<file path="config.mk">
export PLATFORM = sky130hd
export DESIGN_NAME = bcg_top
export DESIGN_NICKNAME = d
export VERILOG_FILES = /design/src/rtl/bcg_pkg.sv /design/src/rtl/bcg_fifo.sv /design/src/rtl/bcg_top.sv
export SDC_FILE = /design/constraint.sdc
export NUM_CORES = 1
export LEC_CHECK = 0
export BUFFER_PORTS_ARGS = -buffer_cell sky130_fd_sc_hd__buf_4
export CORE_UTILIZATION = 35
export CTS_CLUSTER_DIAMETER = 150
export CTS_CLUSTER_SIZE = 12
export DETAILED_ROUTE_END_ITERATION = 16
export PLACE_DENSITY_LB_ADDON = 0.2
export SYNTH_ARGS = -nofsm -noshare
export SYNTH_HDL_FRONTEND = slang
export SYNTH_SLANG_ARGS = --single-unit
export TNS_END_PERCENT = 1
</file>
<file path="constraint.sdc">
create_clock -name SYS_CLK_IN -period 4.1 [get_ports SYS_CLK_IN]
set_input_delay 0.82 -clock SYS_CLK_IN [delete_from_list [all_inputs] [get_ports SYS_CLK_IN]]
set_output_delay 0.82 -clock SYS_CLK_IN [all_outputs]
set_load 0.005 [all_outputs]
</file>
<file path="src/rtl/bcg_pkg.sv">
// Package for the baud clock generator: register map, fields, resets.
// Assumes a single reference clock domain and the serial config link.
package bcg_pkg;

    // ----------------------------------------------------------------
    // Register bank
    // ----------------------------------------------------------------
    localparam int         NUM_REGS       = 20;
    localparam logic [4:0] OFS_TRANSMITTER_CONTROL      = 5'h0E;
    localparam logic [4:0] OFS_BAUD_DIV   = 5'h0F;
    localparam logic [4:0] OFS_SCALER_SELECT      = 5'h10;
    localparam logic [7:0] TRANSMITTER_CONTROL_RST      = 8'h00;
    localparam logic [7:0] SCALER_SELECT_RST      = 8'hB0;

    // ----------------------------------------------------------------
    // Field positions
    // ----------------------------------------------------------------
    localparam int         TXC_PD_BIT     = 7;
    localparam int         TXC_CLOCK_OUTPUT_POWER_DOWN_BIT   = 6;
    localparam int         SC_CSS_MSB     = 7;
    localparam int         SC_PSC_MSB     = 4;
    localparam int         SC_PSC_LSB     = 2;
    localparam int         SC_ASC_MSB     = 1;
    localparam logic [2:0] PSC_CODE_DIV16 = 3'h4;

    // ----------------------------------------------------------------
    // Serial header byte: read flag and address bits
    // ----------------------------------------------------------------
    localparam int         HDR_RD_BIT     = 7;
    localparam int         HDR_ADDR_MSB   = 4;
    localparam logic [2:0] LAST_BIT       = 3'h7;

    // ----------------------------------------------------------------
    // Timing and buffering
    // ----------------------------------------------------------------
    localparam int         PD_TIMEOUT_CYC = 65536;
    localparam int         WR_FIFO_DEPTH  = 32;
    localparam int         WR_FIFO_WIDTH  = 13;

endpackage : bcg_pkg

</file>
<file path="src/rtl/bcg_fifo.sv">
// Synchronous FIFO with valid/ready on both sides.
// Assumes one clock; push and pop may share a cycle.
`timescale 1ns/100ps
module bcg_fifo #(
    parameter int WIDTH = 13,
    parameter int DEPTH = 32
) (
    // Clock and reset
    input  wire logic             clk_in,
    input  wire logic             rst_in,
    // Fill side
    input  wire logic             in_valid_in,
    output logic                  in_ready_out,
    input  wire logic [WIDTH-1:0] in_data_in,
    // Drain side
    output logic                  out_valid_out,
    input  wire logic             out_ready_in,
    output logic      [WIDTH-1:0] out_data_out
);
    localparam int AW = $clog2(DEPTH);

    logic [WIDTH-1:0] mem_r [DEPTH];
    logic [AW-1:0]    wp_r;
    logic [AW-1:0]    rp_r;
    logic [AW:0]      cnt_r;
    logic             push;
    logic             pop;

    // Honest flags straight from the occupancy count
    assign in_ready_out  = (cnt_r != (AW+1)'(DEPTH));
    assign out_valid_out = (cnt_r != '0);
    assign out_data_out  = mem_r[rp_r];
    assign push          = in_valid_in && in_ready_out;
    assign pop           = out_valid_out && out_ready_in;

    // Storage needs no reset; only pointers and count carry state
    always_ff @(posedge clk_in) begin
        if (push) begin
            mem_r[wp_r] <= in_data_in;
        end
    end

    // Pointers and count
    always_ff @(posedge clk_in or posedge rst_in) begin
        if (rst_in) begin
            wp_r  <= '0;
            rp_r  <= '0;
            cnt_r <= '0;
        end else begin
            if (push) begin
                wp_r <= AW'((wp_r == AW'(DEPTH-1)) ? 0 : wp_r + 1'b1);
            end
            if (pop) begin
                rp_r <= AW'((rp_r == AW'(DEPTH-1)) ? 0 : rp_r + 1'b1);
            end
            if (push && !pop) begin
                cnt_r <= cnt_r + 1'b1;
            end else if (pop && !push) begin
                cnt_r <= cnt_r - 1'b1;
            end
        end
    end

endmodule : bcg_fifo

</file>
<file path="src/rtl/bcg_top.sv">
// Baud clock generator with its serial configuration register bank.
// Assumes SCK, EN and SDIO are asynchronous pins; PA_ON_IN and
// SYNC_EN_IN come from the transmit state machine on SYS_CLK_IN.
`timescale 1ns/100ps
module bcg_top #(
    parameter int PD_TIMEOUT = bcg_pkg::PD_TIMEOUT_CYC,
    parameter int FIFO_DEPTH = bcg_pkg::WR_FIFO_DEPTH
) (
    // Clock and reset
    input  wire logic SYS_CLK_IN,
    input  wire logic RST_IN,
    // Serial configuration link
    input  wire logic SCK_IN,
    input  wire logic EN_IN,
    input  wire logic SDIO_IN,
    output logic      SDIO_OUT,
    output logic      SDIO_OE_OUT,
    // Transmit state machine
    input  wire logic PA_ON_IN,
    input  wire logic SYNC_EN_IN,
    // Clock output pin and data
    output logic      CLOCK_OUTPUT_PIN_OUT,
    output logic      CLOCK_OUTPUT_PIN_OE_OUT,
    output logic      TRANSMIT_DATA_OUT,
    output logic      OSC_RUN_OUT
);
    import bcg_pkg::*;

    // ----------------------------------------------------------------
    // State
    // ----------------------------------------------------------------
    typedef struct packed {
        logic [2:0]  sck_s;
        logic [2:0]  en_s;
        logic [1:0]  sdio_s;
        logic        pol;
        logic [2:0]  bit_cnt;
        logic        hdr_done;
        logic        rd;
        logic [4:0]  addr;
        logic [7:0]  sh_in;
        logic [7:0]  sh_out;
        logic        sdo;
        logic        sdo_oe;
        logic [7:0]  transmitter_control;
        logic [31:0] idle_cnt;
        logic [6:0]  psc_cnt;
        logic        psc_tgl;
        logic [7:0]  bd_cnt;
        logic        bd_clk;
        logic [2:0]  asc_cnt;
        logic        tx_data;
        logic        ck_out;
        logic        ck_oe;
    } bcg_state_t;

    bcg_state_t  st_r;
    bcg_state_t  st_nxt;
    logic [7:0]  bank_r [NUM_REGS];

    // Combinational helpers
    logic        sck_rise;
    logic        sck_fall;
    logic        act_edge;
    logic        opp_edge;
    logic        en_rise;
    logic        en_fall;
    logic        en_lvl;
    logic        sdio_lvl;
    logic        timeout;
    logic        force16;
    logic        hw_wr;
    logic [7:0]  scaler_select;
    logic [2:0]  psc_k;
    logic [6:0]  psc_mask;
    logic        psc_tick;
    logic        psc_lvl;
    logic        bd_wrap;
    logic        bd_rise;
    logic [2:0]  asc_mask;
    logic        asc_tick;
    logic        byte_done;
    logic [7:0]  shifted;
    logic [4:0]  next_addr;
    logic [7:0]  rd_byte;
    logic [4:0]  rd_addr;
    logic        ck_val;
    logic        ck_en;

    // Write FIFO wiring
    logic                     wf_in_valid;
    logic                     wf_in_ready;
    logic [WR_FIFO_WIDTH-1:0] wf_in_data;
    logic                     wf_out_valid;
    logic                     wf_out_ready;
    logic [WR_FIFO_WIDTH-1:0] wf_out_data;

    // ----------------------------------------------------------------
    // Pin edges and hardware events
    // ----------------------------------------------------------------
    // Edge detectors read only the second sync stage and its copy
    assign sck_rise  = st_r.sck_s[1] && !st_r.sck_s[2];
    assign sck_fall  = !st_r.sck_s[1] && st_r.sck_s[2];
    assign en_lvl    = st_r.en_s[1];
    assign en_rise   = st_r.en_s[1] && !st_r.en_s[2];
    assign en_fall   = !st_r.en_s[1] && st_r.en_s[2];
    assign sdio_lvl  = st_r.sdio_s[1];
    assign act_edge  = en_lvl && (st_r.pol ? sck_rise : sck_fall);
    assign opp_edge  = en_lvl && (st_r.pol ? sck_fall : sck_rise);
    assign timeout   = !en_lvl && (st_r.idle_cnt == 32'(PD_TIMEOUT - 1));
    assign force16   = en_rise && !sdio_lvl;
    // Hardware bank writes take priority; the drain stalls for them
    assign hw_wr     = force16 || timeout;

    // ----------------------------------------------------------------
    // Divider chain decode
    // ----------------------------------------------------------------
    assign scaler_select     = bank_r[OFS_SCALER_SELECT];
    assign psc_k     = scaler_select[SC_PSC_MSB:SC_PSC_LSB];
    assign psc_mask  = 7'((8'h01 << psc_k) - 8'h01);
    assign psc_tick  = !st_r.transmitter_control[TXC_PD_BIT] && ((st_r.psc_cnt & psc_mask) == psc_mask);
    // Ratio 1 cannot be shown as a level at full rate; use a toggle
    assign psc_lvl   = (psc_k == 3'h0) ? st_r.psc_tgl : st_r.psc_cnt[3'(psc_k - 3'h1)];
    assign bd_wrap   = psc_tick && (st_r.bd_cnt == bank_r[OFS_BAUD_DIV]);
    assign bd_rise   = bd_wrap && !st_r.bd_clk;
    assign asc_mask  = 3'((4'h1 << scaler_select[SC_ASC_MSB:0]) - 4'h1);
    assign asc_tick  = PA_ON_IN && bd_rise && ((st_r.asc_cnt & asc_mask) == asc_mask);

    // ----------------------------------------------------------------
    // Serial byte assembly and read data
    // ----------------------------------------------------------------
    assign shifted   = {st_r.sh_in[6:0], sdio_lvl};
    assign byte_done = act_edge && (st_r.bit_cnt == LAST_BIT);
    assign next_addr = st_r.hdr_done ? st_r.addr + 5'h01 : shifted[HDR_ADDR_MSB:0];
    assign rd_addr   = next_addr;

    // Read mux; addresses past the bank read as zero
    always_comb begin
        if (rd_addr == OFS_TRANSMITTER_CONTROL) begin
            rd_byte = st_r.transmitter_control;
        end else if (rd_addr < 5'(NUM_REGS)) begin
            rd_byte = bank_r[rd_addr];
        end else begin
            rd_byte = 8'h00;
        end
    end

    // Completed write bytes enter the FIFO with their address
    assign wf_in_valid  = byte_done && st_r.hdr_done && !st_r.rd;
    assign wf_in_data   = {st_r.addr, shifted};
    assign wf_out_ready = !hw_wr;

    // Clock output source selection
    always_comb begin
        ck_val = 1'b0;
        ck_en  = 1'b0;
        if (st_r.transmitter_control[TXC_CLOCK_OUTPUT_POWER_DOWN_BIT]) begin
            ck_en = 1'b0;
        end else if (!scaler_select[SC_CSS_MSB]) begin
            ck_en = PA_ON_IN;
            case (scaler_select[SC_CSS_MSB-1 -: 2])
                2'h0:    ck_val = 1'b0;
                2'h1:    ck_val = psc_lvl;
                2'h2:    ck_val = st_r.bd_clk;
                default: ck_val = !st_r.bd_clk;
            endcase
        end else begin
            ck_en = 1'b1;
            case (scaler_select[SC_CSS_MSB-1 -: 2])
                2'h0:    ck_val = 1'b0;
                2'h1:    ck_val = psc_lvl;
                2'h2:    ck_val = PA_ON_IN && st_r.bd_clk;
                default: ck_val = PA_ON_IN ? !st_r.bd_clk : 1'b1;
            endcase
        end
    end

    // ----------------------------------------------------------------
    // Next state
    // ----------------------------------------------------------------
    always_comb begin
        st_nxt = st_r;

        // Two-stage synchronisers plus one delayed copy for edges
        st_nxt.sck_s  = {st_r.sck_s[1:0], SCK_IN};
        st_nxt.en_s   = {st_r.en_s[1:0], EN_IN};
        st_nxt.sdio_s = {st_r.sdio_s[0], SDIO_IN};

        // Serial framing
        if (en_rise) begin
            st_nxt.pol = st_r.sck_s[1];
        end
        if (!en_lvl) begin
            // Frame ends; auto-increment stops here
            st_nxt.bit_cnt  = 3'h0;
            st_nxt.hdr_done = 1'b0;
            st_nxt.rd       = 1'b0;
            st_nxt.sdo_oe   = 1'b0;
        end else if (act_edge) begin
            st_nxt.sh_in   = shifted;
            st_nxt.bit_cnt = st_r.bit_cnt + 3'h1;
            if (byte_done) begin
                // Either a header or a data byte; both keep framing
                st_nxt.hdr_done = 1'b1;
                st_nxt.addr     = next_addr;
                if (!st_r.hdr_done) begin
                    st_nxt.rd = shifted[HDR_RD_BIT];
                end
                // Preload the byte the host reads next
                st_nxt.sh_out = rd_byte;
                st_nxt.sdo    = rd_byte[7];
                st_nxt.sdo_oe = st_r.hdr_done ? st_r.rd : shifted[HDR_RD_BIT];
            end
        end else if (opp_edge && st_r.bit_cnt != 3'h0) begin
            st_nxt.sh_out = {st_r.sh_out[6:0], 1'b0};
            st_nxt.sdo    = st_r.sh_out[6];
        end

        // Enable-low timer for the reset command
        if (en_lvl) begin
            st_nxt.idle_cnt = 32'h0;
        end else if (st_r.idle_cnt != 32'(PD_TIMEOUT)) begin
            st_nxt.idle_cnt = st_r.idle_cnt + 32'h1;
        end

        // Transmit control: hardware event wins over queued writes
        if (timeout) begin
            st_nxt.transmitter_control = sdio_lvl ? st_r.transmitter_control : TRANSMITTER_CONTROL_RST;
            st_nxt.transmitter_control[TXC_PD_BIT] = 1'b1;
        end else if (wf_out_valid && wf_out_ready &&
                     wf_out_data[12:8] == OFS_TRANSMITTER_CONTROL) begin
            st_nxt.transmitter_control = wf_out_data[7:0];
        end

        // Prescaler free-runs while the oscillator runs
        if (!st_r.transmitter_control[TXC_PD_BIT]) begin
            st_nxt.psc_cnt = st_r.psc_cnt + 7'h01;
            st_nxt.psc_tgl = !st_r.psc_tgl;
        end

        // Baud counter and afterscaler
        if (!PA_ON_IN) begin
            st_nxt.bd_cnt  = 8'h00;
            st_nxt.bd_clk  = 1'b0;
            st_nxt.asc_cnt = 3'h0;
        end else begin
            if (bd_wrap) begin
                st_nxt.bd_cnt = 8'h00;
                st_nxt.bd_clk = !st_r.bd_clk;
            end else if (psc_tick) begin
                st_nxt.bd_cnt = st_r.bd_cnt + 8'h01;
            end
            if (bd_rise) begin
                st_nxt.asc_cnt = st_r.asc_cnt + 3'h1;
            end
        end

        // Transmit data always leaves through a reference-clock flop
        if (!SYNC_EN_IN) begin
            st_nxt.tx_data = sdio_lvl;
        end else if (asc_tick) begin
            st_nxt.tx_data = sdio_lvl;
        end

        // Registered clock output pin
        st_nxt.ck_out = ck_val;
        st_nxt.ck_oe  = ck_en;
    end

    // ----------------------------------------------------------------
    // State register
    // ----------------------------------------------------------------
    // Dynamic reset restores only transmit control among the registers
    always_ff @(posedge SYS_CLK_IN or posedge RST_IN) begin
        if (RST_IN) begin
            st_r       <= '0;
            st_r.transmitter_control <= TRANSMITTER_CONTROL_RST;
        end else begin
            st_r <= st_nxt;
        end
    end

    // ----------------------------------------------------------------
    // Register bank
    // ----------------------------------------------------------------
    // No reset here, so contents survive dynamic reset and plain power-down; the reset command reloads scaler select
    always_ff @(posedge SYS_CLK_IN) begin
        if (timeout) begin
            if (!sdio_lvl) begin
                bank_r[OFS_SCALER_SELECT] <= SCALER_SELECT_RST;
            end
        end else if (force16) begin
            bank_r[OFS_SCALER_SELECT][SC_PSC_MSB:SC_PSC_LSB] <= PSC_CODE_DIV16;
        end else if (wf_out_valid) begin
            if (wf_out_data[12:8] < 5'(NUM_REGS) &&
                wf_out_data[12:8] != OFS_TRANSMITTER_CONTROL) begin
                bank_r[wf_out_data[12:8]] <= wf_out_data[7:0];
            end
        end
    end

    // ----------------------------------------------------------------
    // Write buffer between the link and the bank
    // ----------------------------------------------------------------
    // A byte arriving while full is dropped; with a drain of one per
    // cycle against one byte per eight serial edges it cannot fill.
    bcg_fifo #(
        .WIDTH (WR_FIFO_WIDTH),
        .DEPTH (FIFO_DEPTH)
    ) u_wr_fifo (
        .clk_in        (SYS_CLK_IN),
        .rst_in        (RST_IN),
        .in_valid_in   (wf_in_valid),
        .in_ready_out  (wf_in_ready),
        .in_data_in    (wf_in_data),
        .out_valid_out (wf_out_valid),
        .out_ready_in  (wf_out_ready),
        .out_data_out  (wf_out_data)
    );

    // ----------------------------------------------------------------
    // Outputs, all from flops
    // ----------------------------------------------------------------
    assign SDIO_OUT                = st_r.sdo;
    assign SDIO_OE_OUT             = st_r.sdo_oe;
    assign CLOCK_OUTPUT_PIN_OUT    = st_r.ck_out;
    assign CLOCK_OUTPUT_PIN_OE_OUT = st_r.ck_oe;
    assign TRANSMIT_DATA_OUT       = st_r.tx_data;
    assign OSC_RUN_OUT             = !st_r.transmitter_control[TXC_PD_BIT];

endmodule : bcg_top

</file>
Word-level counts from Yosys, hierarchy flattened. Memories as Yosys holds them, arrays and structs flattened. Index checks and enable logic that the tools add are counted.

Register bits: 115. Bits in writable memories: 576. Output and inout port bits: 6. Word-level logic and storage cells: 178. Memories kept: 2.

Memories: u_wr_fifo.mem_r (words 32, bits a word 13, read ports 1, clocked after memory_dff 0, wr ports 1, RTL line bcg_fifo.sv:22) `logic [WIDTH-1:0] mem_r [DEPTH];`; bank_r (words 20, bits a word 8, read ports 3, clocked after memory_dff 0, wr ports 1, RTL line bcg_top.sv:59) `logic [7:0] bank_r [NUM_REGS];`.

Add/sub/neg operators: 13. $lt $le $gt $ge: 3. Equal/unequal tests: 22. Shifts and indexed selects: 2. Multiplexer cells: 57. Bitwise gates (word level): 3. Reduce and logical (&&, ||, !) cells: 50.

Operator list (number): two-way mux 8 bit (9); two-way mux 32 bit (2); adder 32 x 1 -> 32 bit, second input constant (1); == test 32 x 16 -> 1 bit, second input constant (1); != test 32 x 17 -> 1 bit, second input constant (1); two-way mux 1 bit (28); two-way mux 5 bit (5); logical AND 1 bit (23); two-way mux 18 bit (1); adder 5 x 1 -> 5 bit, second input constant (3); two-way mux 7 bit (2); zero test 1 bit (12); two-way mux 12 bit (1); two-way mux 6 bit (2); != test 2 x 1 -> 1 bit, second input constant (6); == test 5 x 4 -> 1 bit, second input constant (2); == test 5 bit, second input constant (2); < comparator 5 bit, second input constant (2); two-way mux 9 bit (1); adder 8 x 1 -> 8 bit, second input constant (1); == test 8 bit (1); nonzero test 2 bit (4); OR reduction 8 bit (1); adder 7 x 1 -> 7 bit, second input constant (1); other kinds (31) (38).

Depth between registers and ports, before layout. Gate-level depths: netlist of the first run.

Word-level depth: 12. Mapped depth: 16. Gate-level depth less buffers: 15.

Cells and area by module. Synthesis of the first run repeated with hierarchy kept, for this count alone.

Cells, all modules: 2013. Area, all modules: 29612.2 µm².

By module, submodules not included: bcg_fifo (instances 1, cells an instance 841, area each 17030.1 µm², seq. area each 12892.4 µm²); bcg_top (instances 1, cells an instance 1172, area each 12582.1 µm², seq. area each 7257.0 µm²).

Least setup slack after synthesis of the first run. Ideal clock, no wire load.

Kind: reg2reg. Start: register st_r[44] (netlist name). End: register u_wr_fifo.cnt_r[5]. Library setup time: 0.125 ns. Arrival: 3.230 ns. Required time: 3.975 ns. Path slack: 0.745 ns. Stages on the path, launching flop included: 16. Cells stage by stage: dfrtp_1 > nor4_1 > nand4_1 > nor4_1 > or3_1 > clkbuf_1 > ha_1 > inv_1 > ha_1 > a21o_1 > a21oi_1 > o21bai_1 > a21oi_1 > xnor2_1 > nor2_1 > xor2_1.

Longest elaborated chain between the ends: 8. Elaborated cells between the ends (all ways): 10. Those cells by class: eq/ne: 1; mux: 1; reduce/logical: 8.

Ends and longest elaborated chain: from (decl) (RTL line bcg_top.sv:57) `bcg_state_t st_r;`; from (signal assigned) (RTL line bcg_top.sv:279) `st_r <= st_nxt;`; == test 32 x 16 -> 1 bit (*) (RTL line bcg_top.sv:110) `assign timeout = !en_lvl && (st_r.idle_cnt == 32'(PD_TIMEOUT - 1));`; logical AND 1 bit (*) (RTL line bcg_top.sv:110); logical OR 1 bit (*) (RTL line bcg_top.sv:113) `assign hw_wr = force16 || timeout;`; zero test 1 bit (*) (RTL line bcg_top.sv:151) `assign wf_out_ready = !hw_wr;`; logical AND 1 bit (*) (RTL line bcg_fifo.sv:34) `assign pop = out_valid_out && out_ready_in;`; zero test 1 bit (RTL line bcg_fifo.sv:56) `if (push && !pop) begin`; logical AND 1 bit (RTL line bcg_fifo.sv:56); two-way mux 6 bit / nonzero test 2 bit (equally long branches); to (signal assigned) (RTL line bcg_fifo.sv:57) `cnt_r <= cnt_r + 1'b1;`; to (signal assigned) (RTL line bcg_fifo.sv:59) `cnt_r <= cnt_r - 1'b1;`; to (decl) (RTL line bcg_fifo.sv:25) `logic [AW:0] cnt_r;`.

Mark *: on every way between the ends. The rest lies on a longest branch, timed or not. A chain may end at the register's enable or synchronous reset.

Worst setup path after layout of the first run.
Start: register u_wr_fifo.rp_r[0]. End: memory bank_r[16][1], enable pin.

Longest elaborated chain between the ends: 10. Elaborated cells between the ends (all ways): 12. Those cells by class: order compare: 1; eq/ne: 1; mux: 7; reduce/logical: 2; memory: 1.

Ends and longest elaborated chain: from (decl) (RTL line bcg_fifo.sv:24) `logic [AW-1:0] rp_r;`; from (signal assigned) (RTL line bcg_fifo.sv:54) `rp_r <= AW'((rp_r == AW'(DEPTH-1)) ? 0 : rp_r + 1'b1);`; memory read (32 x 13 bit) (*); < comparator 5 bit / != test 5 x 4 -> 1 bit (equally long branches) (RTL line bcg_top.sv:295, bcg_top.sv:296); logical AND 1 bit (RTL line bcg_top.sv:295) `if (wf_out_data[12:8] < 5'(NUM_REGS) &&`; two-way mux 1 bit (RTL line bcg_top.sv:295); two-way mux 1 bit (RTL line bcg_top.sv:294) `end else if (wf_out_valid) begin`; two-way mux 1 bit (RTL line bcg_top.sv:292) `end else if (force16) begin`; two-way mux 1 bit (RTL line bcg_top.sv:288) `if (timeout) begin`; two-way mux 1 bit (not written as such) (RTL line bcg_top.sv:297) `bank_r[wf_out_data[12:8]] <= wf_out_data[7:0];`; OR reduction 8 bit (no source line); two-way mux 5 bit (no source line) / two-way mux 2 bit (equally long branches); to (decl) (RTL line bcg_top.sv:59).

Marked as above.

==> run metrics, run 1 <==
xor and xnor area share after synthesis=2.051%; vias in the first global route=15860; root buffer cell=clkbuf_16; Synth Flop Type=edfxtp_1; Post-synth EDFFs=576; die height=287.9 um; Crit Path Class=reg2reg; core box area=0.08068 mm^2; clk buf depth=3; CP max stage cell=dfrtp_4; CP peak stage delay=0.71 ns; DR pass1 iterations=7; top-count cell post-synth=edfxtp_1; I/O Pins=13; GRT Resource Usage Total=16.74%; number of setup violations in the final report=0; Fill cells=7361; simple-gate share of the synthesized area=7.741%; site row count=104; FF+latch area=0.02016 mm^2; worst-case reg-to-reg path depth=8; RSZ-0062 raised after global routing=false; die footprint=0.08289 mm^2; Hold Crit Depth=1; syn avg cell area=16.35 um^2; Post-Route WL=68400 um; peak supply drop=0.3052 mV; Post-CTS Setup Repair Bufs=0; initial drt markers=1323; layout cell share with drive strength beyond 1=19.06%; routability cong.=0.7883; CP dominant cell by count=nand2_1; Critical Path End Type=flip-flop; post-detailed-placement half-perimeter wirelength=43130 um; remaining global-route overflow=0; Synth top area share=60.46%; Cell Pwr Density=488.7 mW/mm^2; RR Startpoint=u_wr_fifo.rp_r[0]; Async SR Flop Fraction=16.52%; Synth Area in Adders=1.251%; Die Span X=287.9 um; synth warn=0; Critical Path AT=3.95 ns; worst-skew pair later-pin latency=0.62 ns; fmax=271.0 MHz; Slew Viols, Final=0; Reg2Reg Setup Slack=0.41 ns; Multi-input gate area=0.007985 mm^2; post-cts resize count=0; setup TNS=0 ns; Final period util=90.00%; worst reg2reg endpoint=bank_r[16][1]; global-route wire length before repair=102200 um; Pleak=11.07 nW; top cells by area, synth=edfxtp_1 60%, dfrtp_1 10%, mux4_2 9.5%; Buffers on Ports=12; Worst Setup Start Kind=flip-flop; Worst-Margin Slew=1.151 ns; Area Growth Syn to Fin=13.05%; Hold Path Class=in2reg; Final nets=1882; H-tree Lvls=3; Initial Utilization=35.46%; top cells by count, synth=576 x edfxtp_1, 163 x nor2_1, 121 x mux4_2; status=finished, final reports clean; CTS Hold Bufs=0; vias per cell=5.316; Max-Cap Viols=0; clk_skew=0.01568 ns; Antenna diodes=0; multiplexer share of the synthesized area=12.21%; largest net degree at the start of global routing=63; final hold violations=0; Routed Antenna Nets=0; drc violations=0; synthesized instance count=1750; CP Max Fanout=22; fin crit period=3.690 ns; wire per inst=23.28 um; Compound-Gate Fraction of Synth Area=4.487%; Setup crit end=bank_r[16][1]; Max-slew headroom=23.26%; WHS=0.3077 ns; Critical Path RT=4.36 ns; Seq/Total Area, Yosys=70.43%; critical path cell sequence=buf_4, mux4_2, a22oi_1, nand3_1, nand2_1, nand2_1, or3_1, o21ai_1; CTS buffer count=67; Netlist cell types=63; total number of vias=15620; final core occ=40.09%; CTS tree=built; largest family of logic cells by synthesized area=multiplexers; total power=15.81 mW; leading area contributor after synthesis=edfxtp_1; Clock transition at path regs=0.07 ns; initial antenna violation count=0; clk sinks=690; Crit. Startpoint=u_wr_fifo.rp_r[0]; synthesized flop and latch total=690; area of the mapped netlist=0.02861 mm^2
## per-stage QoR
step	area (um^2)	setup WS [ns]	std cells
2_1_floorplan	28640	0.2643	1757
3_3_place_gp	30430	0.4343	2838
3_5_place_dp	30430	0.3860	2838
4_1_cts	32340	0.3811	2938
5_1_grt	32340	0.1717	2938
6_report	32340	0.4101	2938
## report_power, final
part / internal (mW) / switching (mW) / leakage (nW)
logic: 0.584 / 1.24 / 3.17
registers: 8.08 / 0.186 / 6.98
clock network: 3.08 / 2.64 / 0.922
## sequential cells by signal, indices dropped and copies added, names as in the netlist
register,flops
u_wr_fifo.mem_r,416
st_r,80
SDIO_OE_OUT,1
st_nxt,4
CLOCK_OUTPUT_PIN_OE_OUT,1
CLOCK_OUTPUT_PIN_OUT,1
sdio_lvl,1
bank_r,160
u_wr_fifo.cnt_r,6
en_lvl,1
u_wr_fifo.rp_r,5
SDIO_OUT,1
TRANSMIT_DATA_OUT,1
shifted,7
u_wr_fifo.wp_r,5
## cell families after synthesis
group | count (synthesis)
other cells | 1
mux | 193
fa+ha+maj | 28
xor+xnor | 67
flops | 690
buf+inv | 111
simple gates | 460
compound gates | 200
## layer usage
layer  GRT usage (%)  part of all wire [%]
met2           27.05                    48
met5               0                     0
met3           2.948                   5.2
met4           5.979                   3.4
met1           22.67                    44
## critical path: cells and delay by family (launching register included)
family                 cells  cell delay, ns
AO/OA/AOI/OAI              2            0.67
buffers and inverters      1            0.44
AND/OR/NAND/NOR            4            0.94
flip-flops                 1            0.71
multiplexers               1            0.57
## worst min path at each step
stage | from | endpoint | slack, ns
finish | SDIO_IN | st_nxt[93] | 0.31
global route | SCK_IN | st_nxt[98] | 0.27
CTS | SDIO_IN | st_nxt[93] | 0.27
detailed placement | st_nxt[93] | sdio_lvl | 0.33
global placement | st_nxt[93] | sdio_lvl | 0.33
floorplan | st_nxt[95] | en_lvl | 0.33
## layout by cell type, fill, tap and decap left out, drive strengths merged, types with 13 or more instances in the layout
| cell type | count |
|---|---|
| nor2 | 163 |
| xnor2 | 28 |
| inv | 25 |
| nand2 | 94 |
| nand3 | 42 |
| mux4 | 121 |
| dfrtp | 114 |
| a311oi | 13 |
| nand4 | 25 |
| edfxtp | 576 |
| a21oi | 45 |
| nand2b | 19 |
| and3 | 14 |
| buf | 111 |
| nor2b | 43 |
| a211oi | 33 |
| mux2 | 35 |
| mux2i | 37 |
| ha | 27 |
| o21ai | 58 |
| xor2 | 39 |
| clkbuf | 93 |
## layout make-up
type	count	area share, %
Sequential cell	690	62.33
Multi-Input combinational cell	956	24.69
Clock buffer	93	5.551
Tap cell	1060	4.101
Timing Repair Buffer	111	2.731
Clock inverter	7	0.3520
Inverter	21	0.2515
Note: power is estimated with default switching activity, not from simulation.
==> run 2, diff against run 1 <==
--- a/config.mk
+++ b/config.mk
@@ -6,6 +6,7 @@
 export NUM_CORES = 1
 export LEC_CHECK = 0
 export BUFFER_PORTS_ARGS = -buffer_cell sky130_fd_sc_hd__buf_4
+export CORE_ASPECT_RATIO = 2
 export CORE_UTILIZATION = 35
 export CTS_CLUSTER_DIAMETER = 150
 export CTS_CLUSTER_SIZE = 12
==> constraint.sdc (replaced) <==
create_clock -name SYS_CLK_IN -period 4.1 [get_ports SYS_CLK_IN]
set_input_delay 0.82 -clock SYS_CLK_IN [delete_from_list [all_inputs] [get_ports SYS_CLK_IN]]
set_output_delay 0.82 -clock SYS_CLK_IN [all_outputs]
set_load 0.01 [all_outputs]
==> run metrics, run 2 (synthesized netlist as in run 1, its figures left out) <==
CP Max Fanout=7; Post-CTS Setup Repair Bufs=0; routability cong.=0.8917; Final nets=1878; H-tree Lvls=3; post-cts resize count=0; Die Span X=204.2 um; CTS buffer count=67; CTS Hold Bufs=0; die footprint=0.08296 mm^2; RSZ-0062 raised after global routing=false; Switching Share=25.52%; root buffer cell=clkbuf_16; initial antenna violation count=0; switching pwr=4.025 mW; Final period util=88.79%; Fill cells=7399; Initial Utilization=35.27%; Place WS=0.3605 ns; clk sinks=690; worst-skew pair later-pin latency=0.63 ns; most flop-heavy register=u_wr_fifo.mem_r; Comb pwr share=11.5%; final setup margin=0.4598 ns; number of setup violations in the final report=0; global-route wire length before repair=106900 um; Critical Path End Type=flip-flop; total power=15.77 mW; biggest registers after layout=u_wr_fifo.mem_r (416), bank_r (160), st_r (80); Reg2Reg Setup Slack=0.46 ns; CP max stage cell=nor4_1; Clock transition at path regs=0.06 ns; Max-slew headroom=24.36%; Worst path top cell family by delay=simple AND/OR/NAND/NOR gates; Cell Pwr Density=488.9 mW/mm^2; Critical Path AT=4.14 ns; most common cell after layout, fill and taps aside=edfxtp_1; fin cells=2928; clk_skew=0.03398 ns; Max-Cap Viols=0; die height=406.3 um; Hold Path Class=in2async; Antenna diodes=0; Crit Path Class=reg2reg; Clk network pwr share=35.8%; Area Growth Syn to Fin=12.75%; max reg flops=416; fmax=274.7 MHz; vias per cell=5.226; critical path cell sequence=inv_1, ha_1, nand2b_1, ha_1, nor2_1, a211oi_1, o221ai_1, nor4_1, nand2b_1, o21ai_0, mux2_2; layout cell share with drive strength beyond 1=18.85%; status=finished, final reports clean; site row count=148; GRT Resource Usage Total=17.80%; Routed Antenna Nets=0; final hold violations=0; DR pass1 iterations=5; Worst-Margin Slew=1.135 ns; fin crit period=3.640 ns; Slew Viols, Final=0; wire per inst=24.52 um; CP peak stage delay=0.63 ns; I/O Pins=13; drc violations=0; initial drt markers=1103; post-detailed-placement half-perimeter wirelength=48750 um; largest net degree at the start of global routing=64; setup TNS=0 ns; worst reg2reg endpoint=TRANSMIT_DATA_OUT; most frequent cells in the layout=576 x edfxtp_1, 162 x nor2_1, 121 x mux4_2, 111 x dfrtp_1, 104 x buf_4; CTS tree=built; total number of vias=15300; WHS=0.2895 ns; Pleak=11.01 nW; worst-case reg-to-reg path depth=11; remaining global-route overflow=0; Reg power frac=52.7%; Pint=11.75 mW; placed cells=2824; Buffers on Ports=12; vias in the first global route=16630; RR Startpoint=bank_r[16][2]; clk buf depth=3; Post-Route WL=71780 um; count of buffer and inverter cells on the critical path=1; Worst Setup Start Kind=flip-flop; core box area=0.08111 mm^2; peak supply drop=0.2234 mV; Critical Path RT=4.60 ns
## run 2: changes by cell type in the layout (fill, tap and decap cells not counted), sizes merged
cell / change
clkbuf: +4
buf: -4
## run 2: worst max path at each step
| stage | from | end | cells past startpoint |
|---|---|---|---|
| 6_report | bank_r[16][2] | TRANSMIT_DATA_OUT | 11 |
| 5_1_grt | bank_r[16][2] | TRANSMIT_DATA_OUT | 11 |
| 4_1_cts | bank_r[16][2] | TRANSMIT_DATA_OUT | 11 |
| 3_5_place_dp | bank_r[16][2] | TRANSMIT_DATA_OUT | 11 |
| 3_3_place_gp | bank_r[16][2] | TRANSMIT_DATA_OUT | 11 |
| 2_1_floorplan | RST_IN | CLOCK_OUTPUT_PIN_OE_OUT | 1 |
## run 2: power by group through the flow
stage	sequential, mW	combinational [mW]	clock (mW)
after global placement	8.43	1.82	0
after floorplan	8.38	1.03	0
after detailed placement	8.46	1.84	0
after global routing	8.33	1.94	6.03
after CTS	8.31	1.84	5.81
final	8.31	1.81	5.65
## run 2: routing by layer
metal	vias to the layer above	GRT usage (%)	part of all wire [%]
met4	0	7.489	3.8
li1	6910	-	-
met1	7979	16.95	33
met5	-	0	0
met2	281	36.54	60
met3	132	2.498	2.6
## run 2: cell type report
| type | count | area (um^2) | area share, % |
|---|---|---|---|
| clock buffers | 97 | 1810 | 5.612 |
| inverters | 21 | 81.33 | 0.2521 |
| well taps | 1050 | 1314 | 4.073 |
| repair buffers | 107 | 840.8 | 2.606 |
| multi-input cells | 956 | 7985 | 24.75 |
| flip-flops and latches | 690 | 20160 | 62.49 |
| clock inverters | 7 | 68.82 | 0.2133 |
## run 2: worst reg2reg max path: stages, from the launching register on
cell and delay (ns):
edfxtp_1 0.48, inv_1 0.19, ha_1 0.33, nand2b_1 0.16, ha_1 0.32, nor2_1 0.04, a211oi_1 0.27, o221ai_1 0.29
nor4_1 0.63, nand2b_1 0.24, o21ai_0 0.23, mux2_2 0.35
## run 2: through the flow
stage / utilization [%] / cell area [um^2]
after floorplan: - / 28640
after global placement: 37.46 / 30380
after detailed placement: 37.46 / 30380
after CTS: 39.77 / 32260
after global routing: 39.77 / 32260
final: 39.77 / 32260
==> run 3, diff against run 2 <==
--- a/config.mk
+++ b/config.mk
@@ -5,13 +5,15 @@
 export SDC_FILE = /design/constraint.sdc
 export NUM_CORES = 1
 export LEC_CHECK = 0
+export ABC_AREA = 0
 export BUFFER_PORTS_ARGS = -buffer_cell sky130_fd_sc_hd__buf_4
 export CORE_ASPECT_RATIO = 2
 export CORE_UTILIZATION = 35
 export CTS_CLUSTER_DIAMETER = 150
 export CTS_CLUSTER_SIZE = 12
 export DETAILED_ROUTE_END_ITERATION = 16
-export PLACE_DENSITY_LB_ADDON = 0.2
+export PLACE_DENSITY = 0.59
+export SKIP_CTS_REPAIR_TIMING = 1
 export SYNTH_ARGS = -nofsm -noshare
 export SYNTH_HDL_FRONTEND = slang
 export SYNTH_SLANG_ARGS = --single-unit
==> run metrics, run 3 (synthesized netlist as in run 1, its figures left out) <==
Area Growth Syn to Fin=12.93%; Final nets=1880; total number of vias=15390; max reg flops=416; fmax=282.7 MHz; RR Startpoint=st_r[23]; worst-skew pair later-pin latency=0.62 ns; worst-case reg-to-reg path depth=16; H-tree Lvls=3; Buffers on Ports=12; site row count=148; Cell Pwr Density=488.4 mW/mm^2; Clock transition at path regs=0.06 ns; final hold violations=0; most frequent cells in the layout=576 x edfxtp_1, 162 x nor2_1, 121 x mux4_2, 111 x dfrtp_1, 103 x buf_4; Hold Path Class=in2reg; Max-slew headroom=29.12%; Slew Viols, Final=0; final core occ=39.83%; wire per inst=24.03 um; fin crit period=3.537 ns; biggest registers after layout=u_wr_fifo.mem_r (416), bank_r (160), st_r (80); Worst Min Path Start=SCK_IN; DR pass1 iterations=5; Critical Path AT=4.04 ns; CP Max Fanout=4; Reg2Reg Setup Slack=0.56 ns; Worst Setup Start Kind=flip-flop; peak supply drop=0.3005 mV; Post-Route WL=70190 um; status=finished, final reports clean; die height=406.3 um; Antenna diodes=0; Hold Crit Depth=1; drc violations=0; RSZ-0062 raised after global routing=false; Initial Utilization=35.27%; clk sinks=690; core box area=0.08111 mm^2; clk buf depth=3; GRT Resource Usage Total=17.35%; number of setup violations in the final report=0; Critical Path RT=4.60 ns; initial drt markers=1075; CTS buffer count=67; placed cell areas=0.03043 mm^2; Worst-Margin Slew=1.063 ns; vias in the first global route=16620; largest net degree at the start of global routing=77; die footprint=0.08296 mm^2; initial antenna violation count=0; CTS tree=built; clk_skew=0.02248 ns; Max-Cap Viols=0; routability cong.=0.8322; remaining global-route overflow=0; Hold Crit Endpoint=st_nxt[98]; global-route wire length before repair=104800 um; Crit Path Class=reg2reg; Pleak=11.04 nW; vias per cell=5.270; setup TNS=0 ns; Final period util=86.27%; Critical Path End Type=flip-flop; layout cell share with drive strength beyond 1=18.92%; I/O Pins=13; Die Span X=204.2 um; worst reg2reg endpoint=u_wr_fifo.cnt_r[5]; root buffer cell=clkbuf_16; final instance area=0.03231 mm^2; WHS=0.3067 ns; most flop-heavy register=u_wr_fifo.mem_r; Routed Antenna Nets=0; post-detailed-placement half-perimeter wirelength=48470 um; most common cell after layout, fill and taps aside=edfxtp_1
-- run 3: changes by cell type in the layout (fill, tap and decap cells not counted) --
cell / previous run / this run
buf_12: 3 / 6
buf_4: 104 / 103
clkbuf_1: 29 / 22
clkbuf_16: 68 / 71
clkinv_8: 1 / 0
inv_6: 5 / 1
-- run 3: cell type report --
cell class / instances / area (um^2)
fill: 7373 / 48800
sequential: 690 / 20160
multi-input combinational: 956 / 7985
clock buffer: 93 / 1859
tap: 1050 / 1314
timing repair buffer: 109 / 893.4
inverter: 21 / 81.33
clock inverter: 2 / 17.52
-- run 3: critical path, cell delays in order, from the launching register on --
cell and delay, ns:
dfrtp_1 0.41, ha_1 0.23, and3_1 0.23, nand4_1 0.13
nor4_1 0.08, buf_4 0.19, or3_1 0.40, ha_1 0.27
inv_1 0.15, ha_1 0.26, a21o_1 0.19, a21oi_1 0.26
o21bai_1 0.09, a21oi_1 0.18, xnor2_1 0.14, nor2_1 0.07
xor2_1 0.15
-- run 3: worst max path at each step --
stage / startpoint / end / slack [ns]
finish: st_r[23] / u_wr_fifo.cnt_r[5] / 0.56
global route: bank_r[16][2] / TRANSMIT_DATA_OUT / 0.28
CTS: st_r[23] / u_wr_fifo.cnt_r[5] / 0.56
detailed placement: u_wr_fifo.rp_r[0] / bank_r[9][4] / 0.58
global placement: u_wr_fifo.rp_r[0] / bank_r[0][4] / 0.61
floorplan: RST_IN / CLOCK_OUTPUT_PIN_OE_OUT / 0.26
-- run 3: report_power, final --
group	switching, mW	internal [mW]
Sequential	0.171	8.08
Clock	2.52	3.13
Combinational	1.27	0.613
-- run 3: routing by layer --
layer  wire length (um)  vias up  global-route usage, %
met5                  0        -                      0
met4               4007        0                  10.30
met3               1840      158                  2.162
met2              41720      333                  35.07
met1              22620     7993                  15.95
li1                   -     6909                      -
-- run 3: per-stage QoR --
step | setup WS [ns] | instances | power [mW]
6_report | 0.5630 | 2921 | 15.78
5_1_grt | 0.2812 | 2921 | 16.26
4_1_cts | 0.5640 | 2921 | 15.93
3_5_place_dp | 0.5801 | 2826 | 10.30
3_3_place_gp | 0.6066 | 2826 | 10.24
2_1_floorplan | 0.2643 | 1757 | 9.418
